--- src/gcfg_pkg.sv ---
// Package with register map, field layout and rate table constants
package gcfg_pkg;
   localparam logic [11:0] GCFG_ADDR_GENERAL   = 12'h010;
   localparam logic [11:0] GCFG_ADDR_IRQ_STAT  = 12'h040;
   localparam logic [11:0] GCFG_ADDR_IRQ_MASK  = 12'h044;
   localparam logic [11:0] GCFG_ADDR_RATE_SEL  = 12'h048;
   localparam logic [11:0] GCFG_ADDR_RATE_INFO = 12'h04c;
   localparam logic [11:0] GCFG_ADDR_TIMING    = 12'h050;

   localparam int GCFG_BIT_CARD_EN = 19;
   localparam int GCFG_BIT_IMP_EN  = 18;
   localparam int GCFG_BIT_IPOL    = 11;
   localparam int GCFG_BIT_POS_B   = 1;
   localparam int GCFG_BIT_NEG_B   = 0;
   localparam int GCFG_MCS_LSB     = 20;
   localparam int GCFG_DLO_LSB     = 14;
   localparam int GCFG_DCE_LSB     = 12;
   localparam int GCFG_MAG_LSB     = 8;
   localparam int GCFG_VTH_LSB     = 6;
   localparam int GCFG_RBM_LSB     = 4;
   localparam int GCFG_RBV_LSB     = 2;

   localparam logic [23:0] GCFG_WR_MASK   = 24'h3cffff;
   localparam logic [23:0] GCFG_RESET_VAL = 24'h000004;

   localparam logic [1:0] GCFG_RBM_OFF  = 2'h0;
   localparam logic [1:0] GCFG_RBM_CARD = 2'h1;
   localparam logic [1:0] GCFG_RBM_IMP  = 2'h2;
   localparam logic [1:0] GCFG_DCE_ON   = 2'h1;
   localparam logic [2:0] GCFG_MAG_OFF  = 3'h0;
   localparam logic [2:0] GCFG_MAG_MAX  = 3'h5;
   localparam logic [1:0] GCFG_RBV_RSV  = 2'h3;

   localparam int GCFG_IRQ_OVER  = 0;
   localparam int GCFG_IRQ_UNDER = 1;
   localparam int GCFG_IRQ_DC    = 2;
   localparam logic [2:0] GCFG_IRQ_W = 3'h7;

   // Rates in milli-sps, resolutions in nanoseconds, frequency in milli-Hz
   localparam logic [31:0] GCFG_CARD_RATE [4][3] = '{
      '{32'd512000, 32'd256000, 32'd128000},
      '{32'd500000, 32'd250000, 32'd125000},
      '{32'd0, 32'd0, 32'd200000},
      '{32'd0, 32'd0, 32'd199805}};
   localparam logic [31:0] GCFG_IMP_RATE [4][2] = '{
      '{32'd64000, 32'd32000}, '{32'd62500, 32'd31250},
      '{32'd50000, 32'd25000}, '{32'd49950, 32'd24980}};
   localparam logic [31:0] GCFG_BEAT_RES [4] = '{32'd7812500, 32'd8000000,
                                                 32'd8000000, 32'd8008000};
   localparam logic [31:0] GCFG_CALIBRATION_TIME_RESOLUTION [4] = '{32'd30520, 32'd31250,
                                                32'd31250, 32'd31280};
   localparam logic [31:0] GCFG_MSTR_FREQ [4] = '{32'd32768000, 32'd32000000,
                                                  32'd32000000, 32'd31968780};

   typedef struct packed {
      logic       cardiac_channel_enable;
      logic       impedance_channel_enable;
      logic [1:0] impedance_digital_leadoff_select;
      logic [1:0] dc_leadoff_enable;
      logic       leadoff_current_polarity;
      logic [2:0] leadoff_current_magnitude;
      logic [1:0] leadoff_threshold_select;
      logic [1:0] resistive_bias_mode;
      logic [1:0] bias_resistor_value;
      logic       positive_input_bias_connect;
      logic       negative_input_bias_connect;
   } gcfg_ctrl_t;

   typedef struct packed {
      logic       under_detect;
      logic       over_detect;
      logic       dc_detect;
      logic       pullup_pos;
      logic       sources_on;
      logic       bias_card;
      logic       bias_imp;
   } gcfg_analog_t;
endpackage

--- src/gcfg_top.sv ---
// General configuration, lead-off and bias register block behind APB
`timescale 1ns/1ps
module gcfg_top
   import gcfg_pkg::*;
(
   input  wire logic        pclk,
   input  wire logic        presetn,
   input  wire logic        psel,
   input  wire logic        penable,
   input  wire logic        pwrite,
   input  wire logic [11:0] paddr,
   input  wire logic [31:0] pwdata,
   output logic      [31:0] prdata,
   output logic             pready,
   output logic             pslverr,
   input  wire logic        imp_over_range_in,
   input  wire logic        imp_under_range_in,
   input  wire logic        dc_leadoff_in,
   output gcfg_ctrl_t       ctrl_q,
   output gcfg_analog_t     analog_q,
   output logic             cardiac_power_q,
   output logic             impedance_power_q,
   output logic             beat_detect_allowed_q,
   output logic             irq
);
   logic [23:0]  gen_q;
   logic [23:0]  gen_wr;
   logic [2:0]   stat_q;
   logic [2:0]   mask_q;
   logic [2:0]   rate_sel_q;
   logic [2:0]   ev;
   logic [1:0]   ovr_s;
   logic [1:0]   und_s;
   logic [1:0]   dc_s;
   logic         wr_acc;
   logic         rd_acc;
   logic         hit;
   logic [31:0]  rd_mux;
   logic [31:0]  mstr_freq;
   logic [31:0]  card_rate;
   logic [31:0]  imp_rate;
   logic [31:0]  beat_res;
   logic [31:0]  calibration_time_resolution;
   logic         card_en;
   logic         imp_en;
   logic [1:0]   dlo;
   logic [1:0]   dce;
   logic [2:0]   mag;
   logic [1:0]   rbm;

   // Single-cycle access phase: pready is held high
   assign wr_acc = psel && penable && pwrite;
   assign rd_acc = psel && !penable && !pwrite;

   // Write value with the bias gating applied
   always_comb begin
      gen_wr = (pwdata[23:0] & GCFG_WR_MASK) | (gen_q & ~GCFG_WR_MASK);
      unique case (gen_wr[GCFG_RBM_LSB +: 2])
         GCFG_RBM_CARD: begin
            // Enable may already be held or arrive in this same write
            if (!gen_wr[GCFG_BIT_CARD_EN] && !gen_q[GCFG_BIT_CARD_EN]) begin
               gen_wr[GCFG_RBM_LSB +: 2] = GCFG_RBM_OFF;
            end
         end
         GCFG_RBM_IMP: begin
            if (!gen_wr[GCFG_BIT_IMP_EN] && !gen_q[GCFG_BIT_IMP_EN]) begin
               gen_wr[GCFG_RBM_LSB +: 2] = GCFG_RBM_OFF;
            end
         end
         default: begin
         end
      endcase
   end

   // General configuration register, upper bits beyond 21 not held here
   always_ff @(posedge pclk or negedge presetn) begin
      if (!presetn) begin
         gen_q <= GCFG_RESET_VAL;
      end else if (wr_acc && paddr == GCFG_ADDR_GENERAL) begin
         gen_q <= gen_wr;
      end
   end

   // Clearing the enable leaves the stored bias mode in place; it just stops acting
   assign card_en = gen_q[GCFG_BIT_CARD_EN];
   assign imp_en  = gen_q[GCFG_BIT_IMP_EN];
   assign dlo     = gen_q[GCFG_DLO_LSB +: 2];
   assign dce     = gen_q[GCFG_DCE_LSB +: 2];
   assign mag     = gen_q[GCFG_MAG_LSB +: 3];
   assign rbm     = gen_q[GCFG_RBM_LSB +: 2];

   // Rate selection bits: [1:0] cardiac rate code, [2] impedance rate code
   always_ff @(posedge pclk or negedge presetn) begin
      if (!presetn) begin
         rate_sel_q <= '0;
      end else if (wr_acc && paddr == GCFG_ADDR_RATE_SEL) begin
         rate_sel_q <= pwdata[2:0];
      end
   end

   gcfg_rate_table u_rate (
      .pclk                          (pclk),
      .presetn                       (presetn),
      .master_clock_select           (gen_q[GCFG_MCS_LSB +: 2]),
      .cardiac_sample_rate_code      (rate_sel_q[1:0]),
      .impedance_rate_code           (rate_sel_q[2]),
      .master_freq_q                 (mstr_freq),
      .cardiac_rate_q                (card_rate),
      .impedance_rate_q              (imp_rate),
      .beat_interval_resolution_q    (beat_res),
      .calibration_time_resolution_q (calibration_time_resolution)
   );

   // Comparator inputs come from the analog side, so synchronise them
   always_ff @(posedge pclk or negedge presetn) begin
      if (!presetn) begin
         ovr_s <= '0;
         und_s <= '0;
         dc_s  <= '0;
      end else begin
         ovr_s <= {ovr_s[0], imp_over_range_in};
         und_s <= {und_s[0], imp_under_range_in};
         dc_s  <= {dc_s[0], dc_leadoff_in};
      end
   end

   // Detection events gated by their mode and channel activity
   always_comb begin
      ev = '0;
      ev[GCFG_IRQ_OVER]  = imp_en && dlo[1] && ovr_s[1];
      ev[GCFG_IRQ_UNDER] = imp_en && dlo[0] && und_s[1];
      ev[GCFG_IRQ_DC]    = card_en && dce == GCFG_DCE_ON && dc_s[1];
   end

   // Sticky status, write one to clear; a new event wins over the clear
   always_ff @(posedge pclk or negedge presetn) begin
      if (!presetn) begin
         stat_q <= '0;
      end else begin
         if (wr_acc && paddr == GCFG_ADDR_IRQ_STAT) begin
            stat_q <= (stat_q & ~pwdata[2:0]) | ev;
         end else begin
            stat_q <= stat_q | ev;
         end
      end
   end

   always_ff @(posedge pclk or negedge presetn) begin
      if (!presetn) begin
         mask_q <= '0;
      end else if (wr_acc && paddr == GCFG_ADDR_IRQ_MASK) begin
         mask_q <= pwdata[2:0];
      end
   end

   always_ff @(posedge pclk or negedge presetn) begin
      if (!presetn) begin
         irq <= 1'b0;
      end else begin
         irq <= |(stat_q & mask_q);
      end
   end

   // Decoded outputs to the analog front end
   always_ff @(posedge pclk or negedge presetn) begin
      if (!presetn) begin
         ctrl_q                <= '0;
         analog_q              <= '0;
         cardiac_power_q       <= 1'b0;
         impedance_power_q     <= 1'b0;
         beat_detect_allowed_q <= 1'b0;
      end else begin
         // Bits 17:16 are unused and skipped in the control copy
         ctrl_q                <= {gen_q[19:18], gen_q[15:0]};
         cardiac_power_q       <= card_en;
         impedance_power_q     <= imp_en;
         beat_detect_allowed_q <= card_en;
         analog_q.over_detect  <= imp_en && dlo[1];
         analog_q.under_detect <= imp_en && dlo[0];
         analog_q.dc_detect    <= card_en && dce == GCFG_DCE_ON;
         // Reserved magnitudes are treated as disconnected
         analog_q.sources_on   <= mag != GCFG_MAG_OFF && mag <= GCFG_MAG_MAX;
         analog_q.pullup_pos   <= mag != GCFG_MAG_OFF && mag <= GCFG_MAG_MAX
                                  && !gen_q[GCFG_BIT_IPOL];
         analog_q.bias_card    <= rbm == GCFG_RBM_CARD && card_en;
         analog_q.bias_imp     <= rbm == GCFG_RBM_IMP && imp_en;
      end
   end

   // Read data for selected address
   always_comb begin
      hit    = 1'b1;
      rd_mux = '0;
      unique case (paddr)
         GCFG_ADDR_GENERAL:   rd_mux = {8'h00, gen_q};
         GCFG_ADDR_IRQ_STAT:  rd_mux = {29'h0, stat_q};
         GCFG_ADDR_IRQ_MASK:  rd_mux = {29'h0, mask_q};
         GCFG_ADDR_RATE_SEL:  rd_mux = {29'h0, rate_sel_q};
         GCFG_ADDR_RATE_INFO: rd_mux = card_rate;
         GCFG_ADDR_TIMING:    rd_mux = paddr[0] ? calibration_time_resolution : beat_res;
         12'h054:             rd_mux = imp_rate;
         12'h058:             rd_mux = mstr_freq;
         12'h05c:             rd_mux = calibration_time_resolution;
         default:             hit    = 1'b0;
      endcase
   end

   // Read data captured in setup so it is stable from a flop in access
   always_ff @(posedge pclk or negedge presetn) begin
      if (!presetn) begin
         prdata  <= '0;
         pslverr <= 1'b0;
         pready  <= 1'b0;
      end else begin
         pready <= 1'b1;
         if (psel && !penable) begin
            prdata  <= rd_acc ? rd_mux : '0;
            pslverr <= !hit;
         end
      end
   end

   AST_BIAS_GATE: assert property (@(posedge pclk) disable iff (!presetn)
      rbm == GCFG_RBM_CARD |-> card_en || $past(card_en) || $past(rbm) == GCFG_RBM_CARD)
      else $error("bias mode set without cardiac enable");
   AST_GATE_WRITE: assert property (@(posedge pclk) disable iff (!presetn)
      wr_acc && paddr == GCFG_ADDR_GENERAL && pwdata[GCFG_RBM_LSB +: 2] == GCFG_RBM_IMP
      && !pwdata[GCFG_BIT_IMP_EN] && !imp_en
      |=> gen_q[5:4] == GCFG_RBM_OFF)
      else $error("ungated bias mode stored");
   AST_READBACK: assert property (@(posedge pclk) disable iff (!presetn)
      wr_acc && paddr == GCFG_ADDR_GENERAL
      |=> {gen_q[21:18], gen_q[15:6]} == $past({pwdata[21:18], pwdata[15:6]}))
      else $error("general field readback mismatch");
   AST_DC_GATE: assert property (@(posedge pclk) disable iff (!presetn)
      $rose(stat_q[GCFG_IRQ_DC]) |-> $past(card_en) && $past(dce) == GCFG_DCE_ON)
      else $error("dc flag set while gated off");
   AST_OVER_GATE: assert property (@(posedge pclk) disable iff (!presetn)
      $rose(stat_q[GCFG_IRQ_OVER]) |-> $past(imp_en) && $past(dlo[1]))
      else $error("over flag set while gated off");
   AST_UNDER_GATE: assert property (@(posedge pclk) disable iff (!presetn)
      $rose(stat_q[GCFG_IRQ_UNDER]) |-> $past(imp_en) && $past(dlo[0]))
      else $error("under flag set while gated off");
   AST_IMP_POWER: assert property (@(posedge pclk) disable iff (!presetn)
      imp_en |=> impedance_power_q)
      else $error("impedance power not following enable");
   AST_CARD_POWER: assert property (@(posedge pclk) disable iff (!presetn)
      !card_en |=> !beat_detect_allowed_q && !analog_q.bias_card)
      else $error("cardiac functions on while disabled");
   AST_RATE: assert property (@(posedge pclk) disable iff (!presetn)
      gen_q[21:20] == 2'h0 && rate_sel_q == 3'h0 ##1 $stable(gen_q) && $stable(rate_sel_q)
      |-> card_rate == 32'd512000 && beat_res == 32'd7812500)
      else $error("rate table mismatch");
   AST_POLARITY: assert property (@(posedge pclk) disable iff (!presetn)
      mag == GCFG_MAG_OFF |=> !analog_q.pullup_pos && !analog_q.sources_on)
      else $error("current sources on while disconnected");
endmodule

--- src/gcfg_rate_table.sv ---
// Master clock rate table lookup with registered outputs
`timescale 1ns/1ps
module gcfg_rate_table
   import gcfg_pkg::*;
(
   input  wire logic        pclk,
   input  wire logic        presetn,
   input  wire logic [1:0]  master_clock_select,
   input  wire logic [1:0]  cardiac_sample_rate_code,
   input  wire logic        impedance_rate_code,
   output logic      [31:0] master_freq_q,
   output logic      [31:0] cardiac_rate_q,
   output logic      [31:0] impedance_rate_q,
   output logic      [31:0] beat_interval_resolution_q,
   output logic      [31:0] calibration_time_resolution_q
);
   always_ff @(posedge pclk or negedge presetn) begin
      if (!presetn) begin
         master_freq_q                 <= '0;
         cardiac_rate_q                <= '0;
         impedance_rate_q              <= '0;
         beat_interval_resolution_q    <= '0;
         calibration_time_resolution_q <= '0;
      end else begin
         master_freq_q <= GCFG_MSTR_FREQ[master_clock_select];
         // Code 11 has no rate; unsupported codes read as zero
         if (cardiac_sample_rate_code == 2'h3) begin
            cardiac_rate_q <= '0;
         end else begin
            cardiac_rate_q <= GCFG_CARD_RATE[master_clock_select][cardiac_sample_rate_code];
         end
         impedance_rate_q              <= GCFG_IMP_RATE[master_clock_select][impedance_rate_code];
         beat_interval_resolution_q    <= GCFG_BEAT_RES[master_clock_select];
         calibration_time_resolution_q <= GCFG_CALIBRATION_TIME_RESOLUTION[master_clock_select];
      end
   end
endmodule

--- config.mk ---
export PLATFORM = sky130hd
export DESIGN_NAME = gcfg_top
export DESIGN_NICKNAME = d
export VERILOG_FILES = /design/src/gcfg_pkg.sv /design/src/gcfg_top.sv /design/src/gcfg_rate_table.sv
export SDC_FILE = /design/constraint.sdc
export NUM_CORES = 1
export LEC_CHECK = 0
export BUFFER_PORTS_ARGS = -buffer_cell sky130_fd_sc_hd__clkbuf_2
export CAP_MARGIN = 20
export CORE_ASPECT_RATIO = 1.4
export CORE_MARGIN = 5
export CORE_UTILIZATION = 56
export CTS_CLUSTER_SIZE = 16
export DETAILED_ROUTE_END_ITERATION = 16
export GPL_TIMING_DRIVEN = 0
export PLACE_DENSITY_LB_ADDON = 0.05
export SYNTH_ARGS = -nofsm -noshare
export SYNTH_HDL_FRONTEND = slang
export SYNTH_SLANG_ARGS = --single-unit
--- constraint.sdc ---
create_clock -name pclk -period 2.13 [get_ports pclk]
set_input_delay 0.639 -clock pclk [delete_from_list [all_inputs] [get_ports pclk]]
set_output_delay 0.639 -clock pclk [all_outputs]
set_load 0.01 [all_outputs]
==> results of run 1 <==
==> report_power, final <==
part | leakage [nW] | internal (mW) | switching (mW)
sequential | 1.63 | 2.37 | 0.00542
clock | 0.271 | 1.66 | 1.10
combinational | 1.40 | 0.0617 | 0.130
==> layout make-up <==
| type | instances | area [sq um] | area share (%) |
|---|---|---|---|
| buffer | 30 | 231 | 3.48 |
| clock buffer | 18 | 439 | 6.60 |
| clock inverter | 14 | 135 | 2.03 |
| inverter | 14 | 52.6 | 0.790 |
| multi-input combinational | 255 | 1930 | 29.0 |
| sequential | 124 | 3100 | 46.7 |
| tap | 107 | 134 | 2.01 |
| timing repair buffer | 112 | 628 | 9.44 |
==> synthesized netlist by cell type (3+ instances only) <==
library cell and n:
and3_1 4, nand3b_1 3, and2_1 3, a222oi_1 3, buf_2 6, nor2b_1 7, mux2i_1 6, ha_1 6
dfrtp_1 123, a21oi_1 15, nor2_1 13, nand3_1 8, clkbuf_1 11, a31oi_1 3, nor4_1 10, mux2_1 12
o21ai_0 30, nand2b_1 3, buf_4 11, or3_1 3, inv_1 12, a22o_1 10, nor3_1 5, a221oi_1 9
nand2_1 48, mux2_2 11
==> registers in the layout, indices dropped and copies added, names as in the netlist, 6 cells and up <==
signal	cells
ctrl_q	16
analog_q	7
u_rate.beat_interval_resolution_q	6
prdata	26
gen_q	20
u_rate.cardiac_rate_q	16
u_rate.impedance_rate_q	14
==> placed cells by master, fill, tap and decap left out, drive strengths merged, types with 3 or more instances in the layout <==
cell type and n:
mux2i 6, inv 18, and3 4, buf 29
or3 3, and2 3, nand2 48, nor2b 7
a222oi 3, nor3 6, a221oi 9, ha 6
dfrtp 123, nand2b 3, a22o 10, clkinvlp 4
clkbuf 131, nand3 8, mux2 23, nor4 13
a31oi 3, o21ai 32, nand3b 3, nor2 13
a21oi 15, clkinv 5
==> final timing paths <==
kind / to / slack (ns) / cells past startpoint
max: gen_q[19] / -0.03 / 7
min in group pclk: dc_s[0] / 0.33 / 1
max reg2reg: u_rate.cardiac_rate_q[12] / 0.31 / 6
min reg2reg: und_s[1] / 0.35 / 0
max in group asynchronous: ovr_s[1] / 1.10 / 1
min: ctrl_q[14] / 0.33 / 1
==> worst max-delay path: stages <==
cell	delay, ns
clkbuf_2	0.12
or4b_4	0.54
nor4_4	0.30
nor2b_1	0.18
buf_4	0.19
clkbuf_16	0.18
mux2_4	0.30
==> cell families (layout without fill, tap and decap cells) <==
| logic type | after synthesis | count (layout) | share of synthesized area [%] |
|---|---|---|---|
| flops | 124 | 124 | 61.2 |
| simple gates | 124 | 124 | 13.3 |
| compound gates | 92 | 92 | 12.2 |
| buf+inv | 46 | 188 | 4.66 |
| mux | 30 | 30 | 6.73 |
| fa+ha+maj | 6 | 6 | 1.48 |
| xor+xnor | 2 | 2 | 0.345 |
| other cells | 1 | 1 | 0.0739 |
==> layer usage <==
| metal | track usage (%) | vias up | share of wire [%] |
|---|---|---|---|
| met5 | 0 | - | 0 |
| met4 | 12.5 | 0 | 2.9 |
| met3 | 5.46 | 27 | 4.7 |
| met2 | 45.1 | 139 | 53 |
| met1 | 32.5 | 1940 | 40 |
| li1 | - | 1785 | - |
==> stage by stage <==
step / instances / TNS (ns) / hold slack [ns]
global route: 674 / -0.266 / 0.323
finish: 674 / -0.0948 / 0.329
CTS: 669 / 0 / 0.319
detailed placement: 634 / -30.70 / 0.338
floorplan: 425 / -5.58 / 0.331
global placement: 634 / -180.82 / 0.332
==> timing repair <==
item                                    CTS  global route
buffers inserted                          3             6
endpoints found under the setup margin   44            43
resized for setup                        14            37
gates cloned                              0             1
pin swaps                                 2             4
==> impl_results.md, run 1 <==
- Main area contributors after synthesis: dfrtp_1, nand2_1, o21ai_0
- Placed cell areas: 0.00580 sq mm
- Starting Density: 56.8%
- Share of synthesized flip-flops with an asynchronous set or reset: 100%
- # hold bufs at CTS: 0
- Crit. Startpoint: paddr[2]
- H-tree Lvls: 4
- Die width: 90.4 um
- Vias in the first global route: 4011
- Max Cap Viol: 0
- Worst Max-Slew Pin Slew: 0.960 ns
- Pre-CTS setup slack: -0.790 ns
- Outcome: complete, but fails checks
- Count of final setup violators: 4
- Clock root buffer: clkbuf_16
- Die ar.: between 0.01 and 0.015 sq mm
- Failing checks: setup timing
- Routed WL: roughly 14 mm
- FF+latch count, synth: 124
- CTS tree: built
- Input/output buffers: 102
- Gpl congestion: between 0.9 and 1
- Area grow syn2layout: 31.1%
- First-pass GRT wire length: 22.1 mm
- Sequential fraction of the synthesis area: 61.2%
- Post-DP HPWL: roughly 10 mm
- Die height: 123 um
- WL/cell: 21.3 um
- GR Overflow Total: 0
- Tot GR Track Use: between 20% and 30%
- Post-synth EDFFs: 0
- Vias per cell: around 5.8
- Max Freq: 462 MHz
- VDD IR-drop max: 0.000651 V
- Max Slew Vio Count: 0
- Synth area leader: dfrtp_1
- Min Tclk post-route: 2.16 ns
- Diode count: 0
- Drt pass-1 iters: 5
- Post-layout util: 74.5%
- Syn_area_per_cell: 11.9 sq um
- Mapped cell area: 0.00507 sq mm
- Crit path arrival time: 2.45 ns
- Crit start category: input pin
- Vias: 3891
- Syn_nets: 483
- Initial antenna violation count: 0
- # IOs: 115
- Kind of end point of the critical path: register
- Clock Skew: 0.00735 ns
- Req. time, crit path: 2.42 ns
- Final ANT Viol Nets: 0
- Total design power: about 5.3 mW
- Clk buf depth: 2
- Core Area: 0.00893 sq mm
- Final Hold Fails: 0
- Synth warn: 0
- CP max FO: 5
- R2r startpoint: gen_q[21]
- Cell Rows: 41
- TritonCTS Buffers: 17
- Fin nets: 612
- Worst setup margin: -0.0328 ns
- CP Class: input pin to register
- Unrepaired setup endpoints after global routing: true
- Yosys cell types: 61
- Drt initial violations: 332
- Post-synth top area share: 60.7%
- Layout cell share with drive strength beyond 1: 37.7%
- Top_reg_cell synth: dfrtp_1
- Clock slew at reported path FFs: about 0.06 ns
- Largest net degree at the start of global routing: 125
- Leakage power: 3.30 nW
- Drt drc: 0
- Mapped Cells: 425
- Period utilization: 102%
- Rel. slew slack: about 36%
- Fin area: 0.00665 sq mm
- Clock insertion delay at the later pin of the skew report: 0.41 ns
- Clk sinks: 124
- Power Density: 800 mW/mm^2
- Hold Crit Class: input pin to asynchronous set/reset pin
- Number of fill cells in the layout: 648
Note: power is estimated with default switching activity, not from simulation.
==> inputs of run 2 (changes only) <==
- CORE_UTILIZATION: 56 -> 55
==> run 2 against run 1 <==
Combinational power increased by 4%. Critical path depth unchanged. Routed wire length increased by 1.8%. Highest routed layer unchanged. Global-route usage increased by 0.25 points. Critical path type unchanged. Sequential cell count unchanged. Largest power group unchanged. The run still ends with setup timing left. Core utilization decreased by 1.1 points. Fmax increased by 0.34%. First-iteration DRC count decreased by 27%. Clock power increased by 3%.
==> impl_results.md, run 2 (synthesized netlist as in run 1, its figures left out) <==
- Vias per cell: 5.94 (+3.0%)
- Clock root buffer: clkbuf_16
- Die width: 91.2 um (+0.81%)
- Total design power: 5.42 mW (+1.8%)
- Sw Ratio: 23.1% (-0.16 points)
- Commonest non-fill, non-tap cell in the layout: dfrtp_1
- Die ar.: 0.0113 sq mm (+1.6%)
- # IOs: 115 (unchanged)
- Req. time, crit path: 2.43 ns (about the same)
- Commonest non-fill, non-tap cells in the layout: dfrtp_1, clkbuf_2, nand2_1
- Unrepaired setup endpoints after global routing: true
- Hold Crit Class: input pin to asynchronous set/reset pin
- Clock insertion delay at the later pin of the skew report: 0.42 ns (about the same)
- Post-DP HPWL: 10.3 mm (+2.2%)
- Fin nets: 607 (-0.82%)
- Final ANT Viol Nets: 0 (unchanged)
- Final Hold Fails: 0 (unchanged)
- Crit-path slowest cell: or4b_4
- Delay of the slowest critical-path stage: 0.52 ns (-0.02 ns)
- Max Slew Vio Count: 0 (unchanged)
- R2r startpoint: gen_q[21]
- Layout cell share with drive strength beyond 1: 35.9% (-1.8 points)
- Outcome: complete, but fails checks
- Combinational power share: 3.7% (about the same)
- CP max FO: 10 (+5)
- H-tree Lvls: 4 (unchanged)
- Worst R2R Setup Slack: 0.09 ns (-0.22 ns)
- Die height: 124 um (+0.83%)
- Initial antenna violation count: 0 (unchanged)
- Clock slew at reported path FFs: 0.06 ns (about the same)
- Worst setup margin: -0.0254 ns (+0.00737 ns)
- Internal power: 4.17 mW (+2.0%)
- Min Tclk post-route: 2.16 ns (-0.00737 ns)
- CTS tree: built
- Post-layout util: 73.4% (-1.1 points)
- Largest net degree at the start of global routing: 122 (-2.4%)
- Count of final setup violators: 6 (+2)
- Sequential power share: 43.7% (-0.9 points)
- Drt pass-1 iters: 5 (unchanged)
- First-pass GRT wire length: 22.6 mm (+2.1%)
- Drt initial violations: 243 (-27%)
- Biggest regs: prdata: 26 flops, gen_q: 20 flops
- Clk buf depth: 2 (unchanged)
- Routed WL: 14.6 mm (+1.8%)
- Worst Max-Slew Pin Slew: 0.660 ns (-0.301 ns)
- Input/output buffers: 102 (unchanged)
- Rel. slew slack: 55.4% (+19 points)
- Cell Rows: 41 (unchanged)
- Core Area: 0.00903 sq mm (+1.1%)
- Gpl congestion: 0.898 (-5.3%)
- Max Cap Viol: 0 (unchanged)
- Max reg flops: 26 (unchanged)
- NetSw: 1.25 mW (+1.1%)
- Crit start category: input pin
- Diode count: 0 (unchanged)
- Power Density: 818 mW/mm^2 (+2.2%)
- # hold bufs at CTS: 0 (unchanged)
- R2r endpoint: u_rate.cardiac_rate_q[13]
- Vias: 3977 (+2.2%)
- Biggest register: prdata
- Drt drc: 0 (unchanged)
- Tot GR Track Use: 26.8% (+0.25 points)
- TritonCTS Buffers: 17 (unchanged)
- Period utilization: 101% (-0.35 points)
- Kind of end point of the critical path: register
- WL/cell: 21.8 um (+2.5%)
- Clk sinks: 124 (unchanged)
- Clk pwr share: 52.6% (+0.8 points)
- Area grow syn2layout: 30.7%
- VDD IR-drop max: 0.000799 V (+23%)
- CP Class: input pin to register
- Vias in the first global route: 4116 (+2.6%)
- Starting Density: 56.2% (-0.65 points)
- Max Freq: 464 MHz (+0.34%)
- Reg2Reg Depth: 6 (unchanged)
- Leakage power: 3.30 nW (+0.19%)
- Crit path arrival time: 2.46 ns (about the same)
- Clock Skew: 0.0130 ns (+0.00564 ns)
- Failing checks: setup timing
- Number of fill cells in the layout: 661 (+2.0%)
- CP cell instances: clkbuf_2, or4b_4, nor4_4, nor2b_1, buf_4, buf_8, mux2_4
- GR Overflow Total: 0 (unchanged)
run 2: cell count changes in the layout (fill, tap and decap cells not counted), sizes merged:
cell / before / now
clkbuf: 131 / 127
buf: 29 / 27
bufinv: 1 / 2
run 2: layout make-up:
type / instances / area, sq um / share of cell area, %
Sequential cell: 124 / 3100 / 46.8
Multi-Input combinational cell: 255 / 1920 / 28.9
Timing Repair Buffer: 108 / 612 / 9.23
Clock buffer: 17 / 425 / 6.42
Buffer: 29 / 224 / 3.38
Clock inverter: 15 / 161 / 2.43
Tap cell: 107 / 134 / 2.02
Inverter: 14 / 52.6 / 0.793
run 2: worst max-delay path by stage:
stage / from / endpoint / slack, ns / cells after the start
final: paddr[7] / gen_q[10] / -0.03 / 7
after global routing: paddr[4] / gen_q[8] / -0.03 / 7
after CTS: paddr[9] / prdata[3] / -0.01 / 8
after detailed placement: paddr[0] / gen_q[6] / -0.78 / 8
after global placement: presetn / u_rate.impedance_rate_q[15] / -1.29 / 1
after floorplan: paddr[1] / gen_q[0] / -0.31 / 7
run 2: power groups by stage:
stage	clock, mW	sequential [mW]	combinational (mW)
final	2.85	2.37	0.199
after global placement	0	2.41	0.171
after global routing	3.00	2.37	0.220
after CTS	2.87	2.37	0.189
after floorplan	0	2.41	0.0592
after detailed placement	0	2.41	0.182
run 2: routing by layer:
layer	track usage [%]	vias up	part of all wire, %
li1	-	1782	-
met1	32.0	1969	38
met2	46.2	189	53
met3	5.80	37	6.6
met4	12.7	0	3.0
met5	0	-	0
run 2: per-stage QoR:
| step | hold slack [ns] | std cells | TNS, ns | area [sq um] | worst slack [ns] |
|---|---|---|---|---|---|
| after floorplan | 0.331 | 425 | -5.58 | 5140 | -0.307 |
| after global placement | 0.332 | 634 | -187.37 | 5790 | -1.29 |
| after detailed placement | 0.340 | 635 | -30.87 | 5820 | -0.784 |
| after CTS | 0.0178 | 668 | -0.0310 | 6480 | -0.0118 |
| after global routing | 0.0121 | 669 | -0.137 | 6630 | -0.0291 |
| final | 0.0263 | 669 | -0.0931 | 6630 | -0.0254 |
run 2: worst max-delay path: cells and delay by family:
family / cells / cell delay, ns
buf+inv: 3 / 0.49
mux: 1 / 0.31
simple gates: 3 / 0.99
run 2: what timing repair did:
| item | 4_1_cts | 5_1_grt |
|---|---|---|
| cloned | 0 | 1 |
| setup buffers | 2 | 2 |
| pin swaps | 1 | 3 |
| endpoints found under the setup margin | 44 | 37 |
| resized for setup | 13 | 27 |
==> inputs of run 3 (changes only) <==
- RECOVER_POWER: default -> 50
- SETUP_SLACK_MARGIN: default -> 0.5
==> run 3 against run 2 <==
The flow finishes with violations (slew limit, setup timing). Worst hold slack better by 0.30 ns. Die area is the same. Setup slack worse by 0.019 ns. Core utilization rose by 14 points. Fmax is 0.86% lower. Count of clock-buffer cells in the layout grew 2. Clock power about the same. Sequential share of layout area decreased by 7.3 points. Routed wire length is 18% higher. Sequential power about the same. Combinational power grew 40%. Global-route usage is 0.87 points higher. Critical path type unchanged. Largest power group unchanged.
==> impl_results.md, run 3 (synthesized netlist as in run 1, its figures left out) <==
- Outcome: complete, but fails checks
- Failing checks: slew limit, setup timing
- Hold depth: 1
- Largest net degree at the start of global routing: 125 (+2.5%)
- H-tree Lvls: 4 (unchanged)
- Dpl cells: 635 (unchanged)
- Crit path arrival time: 2.48 ns (+0.02 ns)
- Worst setup margin: -0.0441 ns (-0.0187 ns)
- First-pass GRT wire length: 23.3 mm (+2.9%)
- Unrepaired setup endpoints after global routing: true
- Clock slew at reported path FFs: 0.06 ns (about the same)
- Biggest regs: prdata: 26 flops, gen_q: 20 flops
- # IOs: 115 (unchanged)
- Input/output buffers: 102 (unchanged)
- Die width: 91.2 um (unchanged)
- TritonCTS Buffers: 17 (unchanged)
- Clock Skew: 0.00791 ns (-0.00509 ns)
- Core Area: 0.00903 sq mm (unchanged)
- Biggest register: prdata
- Commonest non-fill, non-tap cell in the layout: dfrtp_1
- Tot GR Track Use: 27.6% (+0.87 points)
- Reg2Reg Depth: 6 (unchanged)
- Vias per cell: 6.12 (+3.0%)
- Max Cap Viol: 0 (unchanged)
- Final ANT Viol Nets: 0 (unchanged)
- Number of fill cells in the layout: 425 (-36%)
- Non-filler cells, final: 730 (+9.1%)
- VDD IR-drop max: 0.000655 V (-18%)
- Final Hold Fails: 0 (unchanged)
- Period utilization: 102% (+0.88 points)
- Vias: 4468 (+12%)
- Area grow syn2layout: 54.9%
- Clock root buffer: clkbuf_16
- Diode count: 0 (unchanged)
- Cell Rows: 41 (unchanged)
- Die height: 124 um (unchanged)
- CP max FO: 5 (-5)
- CTS tree: built
- Crit start category: input pin
- Drt initial violations: 485 (+100%)
- Count of final setup violators: 6 (unchanged)
- Power Density: 703 mW/mm^2 (-14%)
- Die ar.: 0.0113 sq mm (unchanged)
- WL/cell: 23.6 um (+8.3%)
- Clock insertion delay at the later pin of the skew report: 0.42 ns (about the same)
- Max Freq: 460 MHz (-0.86%)
- Max reg flops: 26 (unchanged)
- Drt drc: 0 (unchanged)
- Clk buf depth: 2 (unchanged)
- Setup TNS: -0.155 ns (-0.0619 ns)
- # hold bufs at CTS: 0 (unchanged)
- R2r startpoint: u_rate.beat_interval_resolution_q[6]
- Clk sinks: 124 (unchanged)
- CP Class: input pin to register
- Leakage power: 3.87 nW (+17%)
- Commonest non-fill, non-tap cells in the layout: dfrtp_1, clkbuf_2, nand2_1, buf_6, buf_4
- Max Slew Vio Count: 71 (+71)
- Post-DP HPWL: 10.1 mm (-2.1%)
- Fin nets: 668 (+10%)
- GR Overflow Total: 0 (unchanged)
- Initial antenna violation count: 0 (unchanged)
- Req. time, crit path: 2.43 ns (about the same)
- Routed WL: 17.2 mm (+18%)
- R2r endpoint: prdata[10]
- Worst R2R Setup Slack: 0.40 ns (+0.31 ns)
- Starting Density: 56.2% (unchanged)
- Vias in the first global route: 4212 (+2.3%)
- Kind of end point of the critical path: register
- Drt pass-1 iters: 6 (+1)
- Hold Crit Class: input pin to register
- Worst Max-Slew Pin Slew: 1.52 ns (+0.861 ns)
- Worst Hold End: dc_s[0]
- Min Tclk post-route: 2.17 ns (+0.0187 ns)
- Gpl congestion: 0.959 (+6.8%)
- Rel. slew slack: -1.38% (-57 points)
- Hold path start: dc_leadoff_in
- Layout cell share with drive strength beyond 1: 51.5% (+16 points)
[run 3: final cells by class]
type / count / area [sq um] / area share (%)
Tap cell: 107 / 134 / 1.70
Clock buffer: 19 / 453 / 5.76
Multi-Input combinational cell: 255 / 2330 / 29.7
Buffer: 32 / 358 / 4.55
Clock inverter: 13 / 141 / 1.80
Timing Repair Buffer: 166 / 1280 / 16.3
Sequential cell: 124 / 3110 / 39.5
Inverter: 14 / 55.1 / 0.700
[run 3: timing repair]
item,CTS,global route
pin swaps,28,34
resized for setup,80,138
gates cloned,3,2
buffers inserted,33,25
setup endpoints to repair,76,69
[run 3: critical path: stages]
cell	delay (ns)
buf_8	0.10
or4b_4	0.56
nor4_4	0.30
nor2b_1	0.18
buf_4	0.20
clkbuf_16	0.19
mux2_4	0.31
[run 3: where the power goes]
group / total (mW) / internal [mW] / switching, mW
clock network: 2.87 / 1.79 / 1.09
logic: 0.279 / 0.114 / 0.165
registers: 2.37 / 2.37 / 0.00476
total: 5.52 / 4.27 / 1.26
[run 3: through the flow]
step	util [%]	worst slack, ns	hold WS [ns]	power [mW]	area [sq um]
after floorplan	-	-0.307	0.331	2.48	5230
after global placement	65.1	-1.27	0.333	2.59	5880
after detailed placement	65.5	-0.765	0.350	2.60	5910
after CTS	78.7	0.0519	0.319	5.48	7110
after global routing	87.1	-0.0981	0.331	5.67	7860
final	87.1	-0.0441	0.330	5.52	7860
[run 3: how the worst max path moves through the flow]
| stage | startpoint | slack [ns] | to | depth (start not counted) |
|---|---|---|---|---|
| after floorplan | paddr[1] | -0.31 | gen_q[0] | 7 |
| after CTS | paddr[7] | 0.05 | gen_q[19] | 7 |
| after global placement | presetn | -1.27 | gen_q[21] | 1 |
| after detailed placement | paddr[5] | -0.76 | prdata[8] | 7 |
| after global routing | paddr[8] | -0.1 | prdata[24] | 7 |
| final | paddr[5] | -0.04 | gen_q[3] | 7 |
[run 3: routing by layer]
layer / vias to the layer above / GRT usage (%) / routed length [um]
met5: - / 0 / 0
met4: 0 / 12.6 / 915
met3: 84 / 5.80 / 1300
met2: 271 / 46.8 / 8740
met1: 2218 / 34.2 / 6290
li1: 1895 / - / -
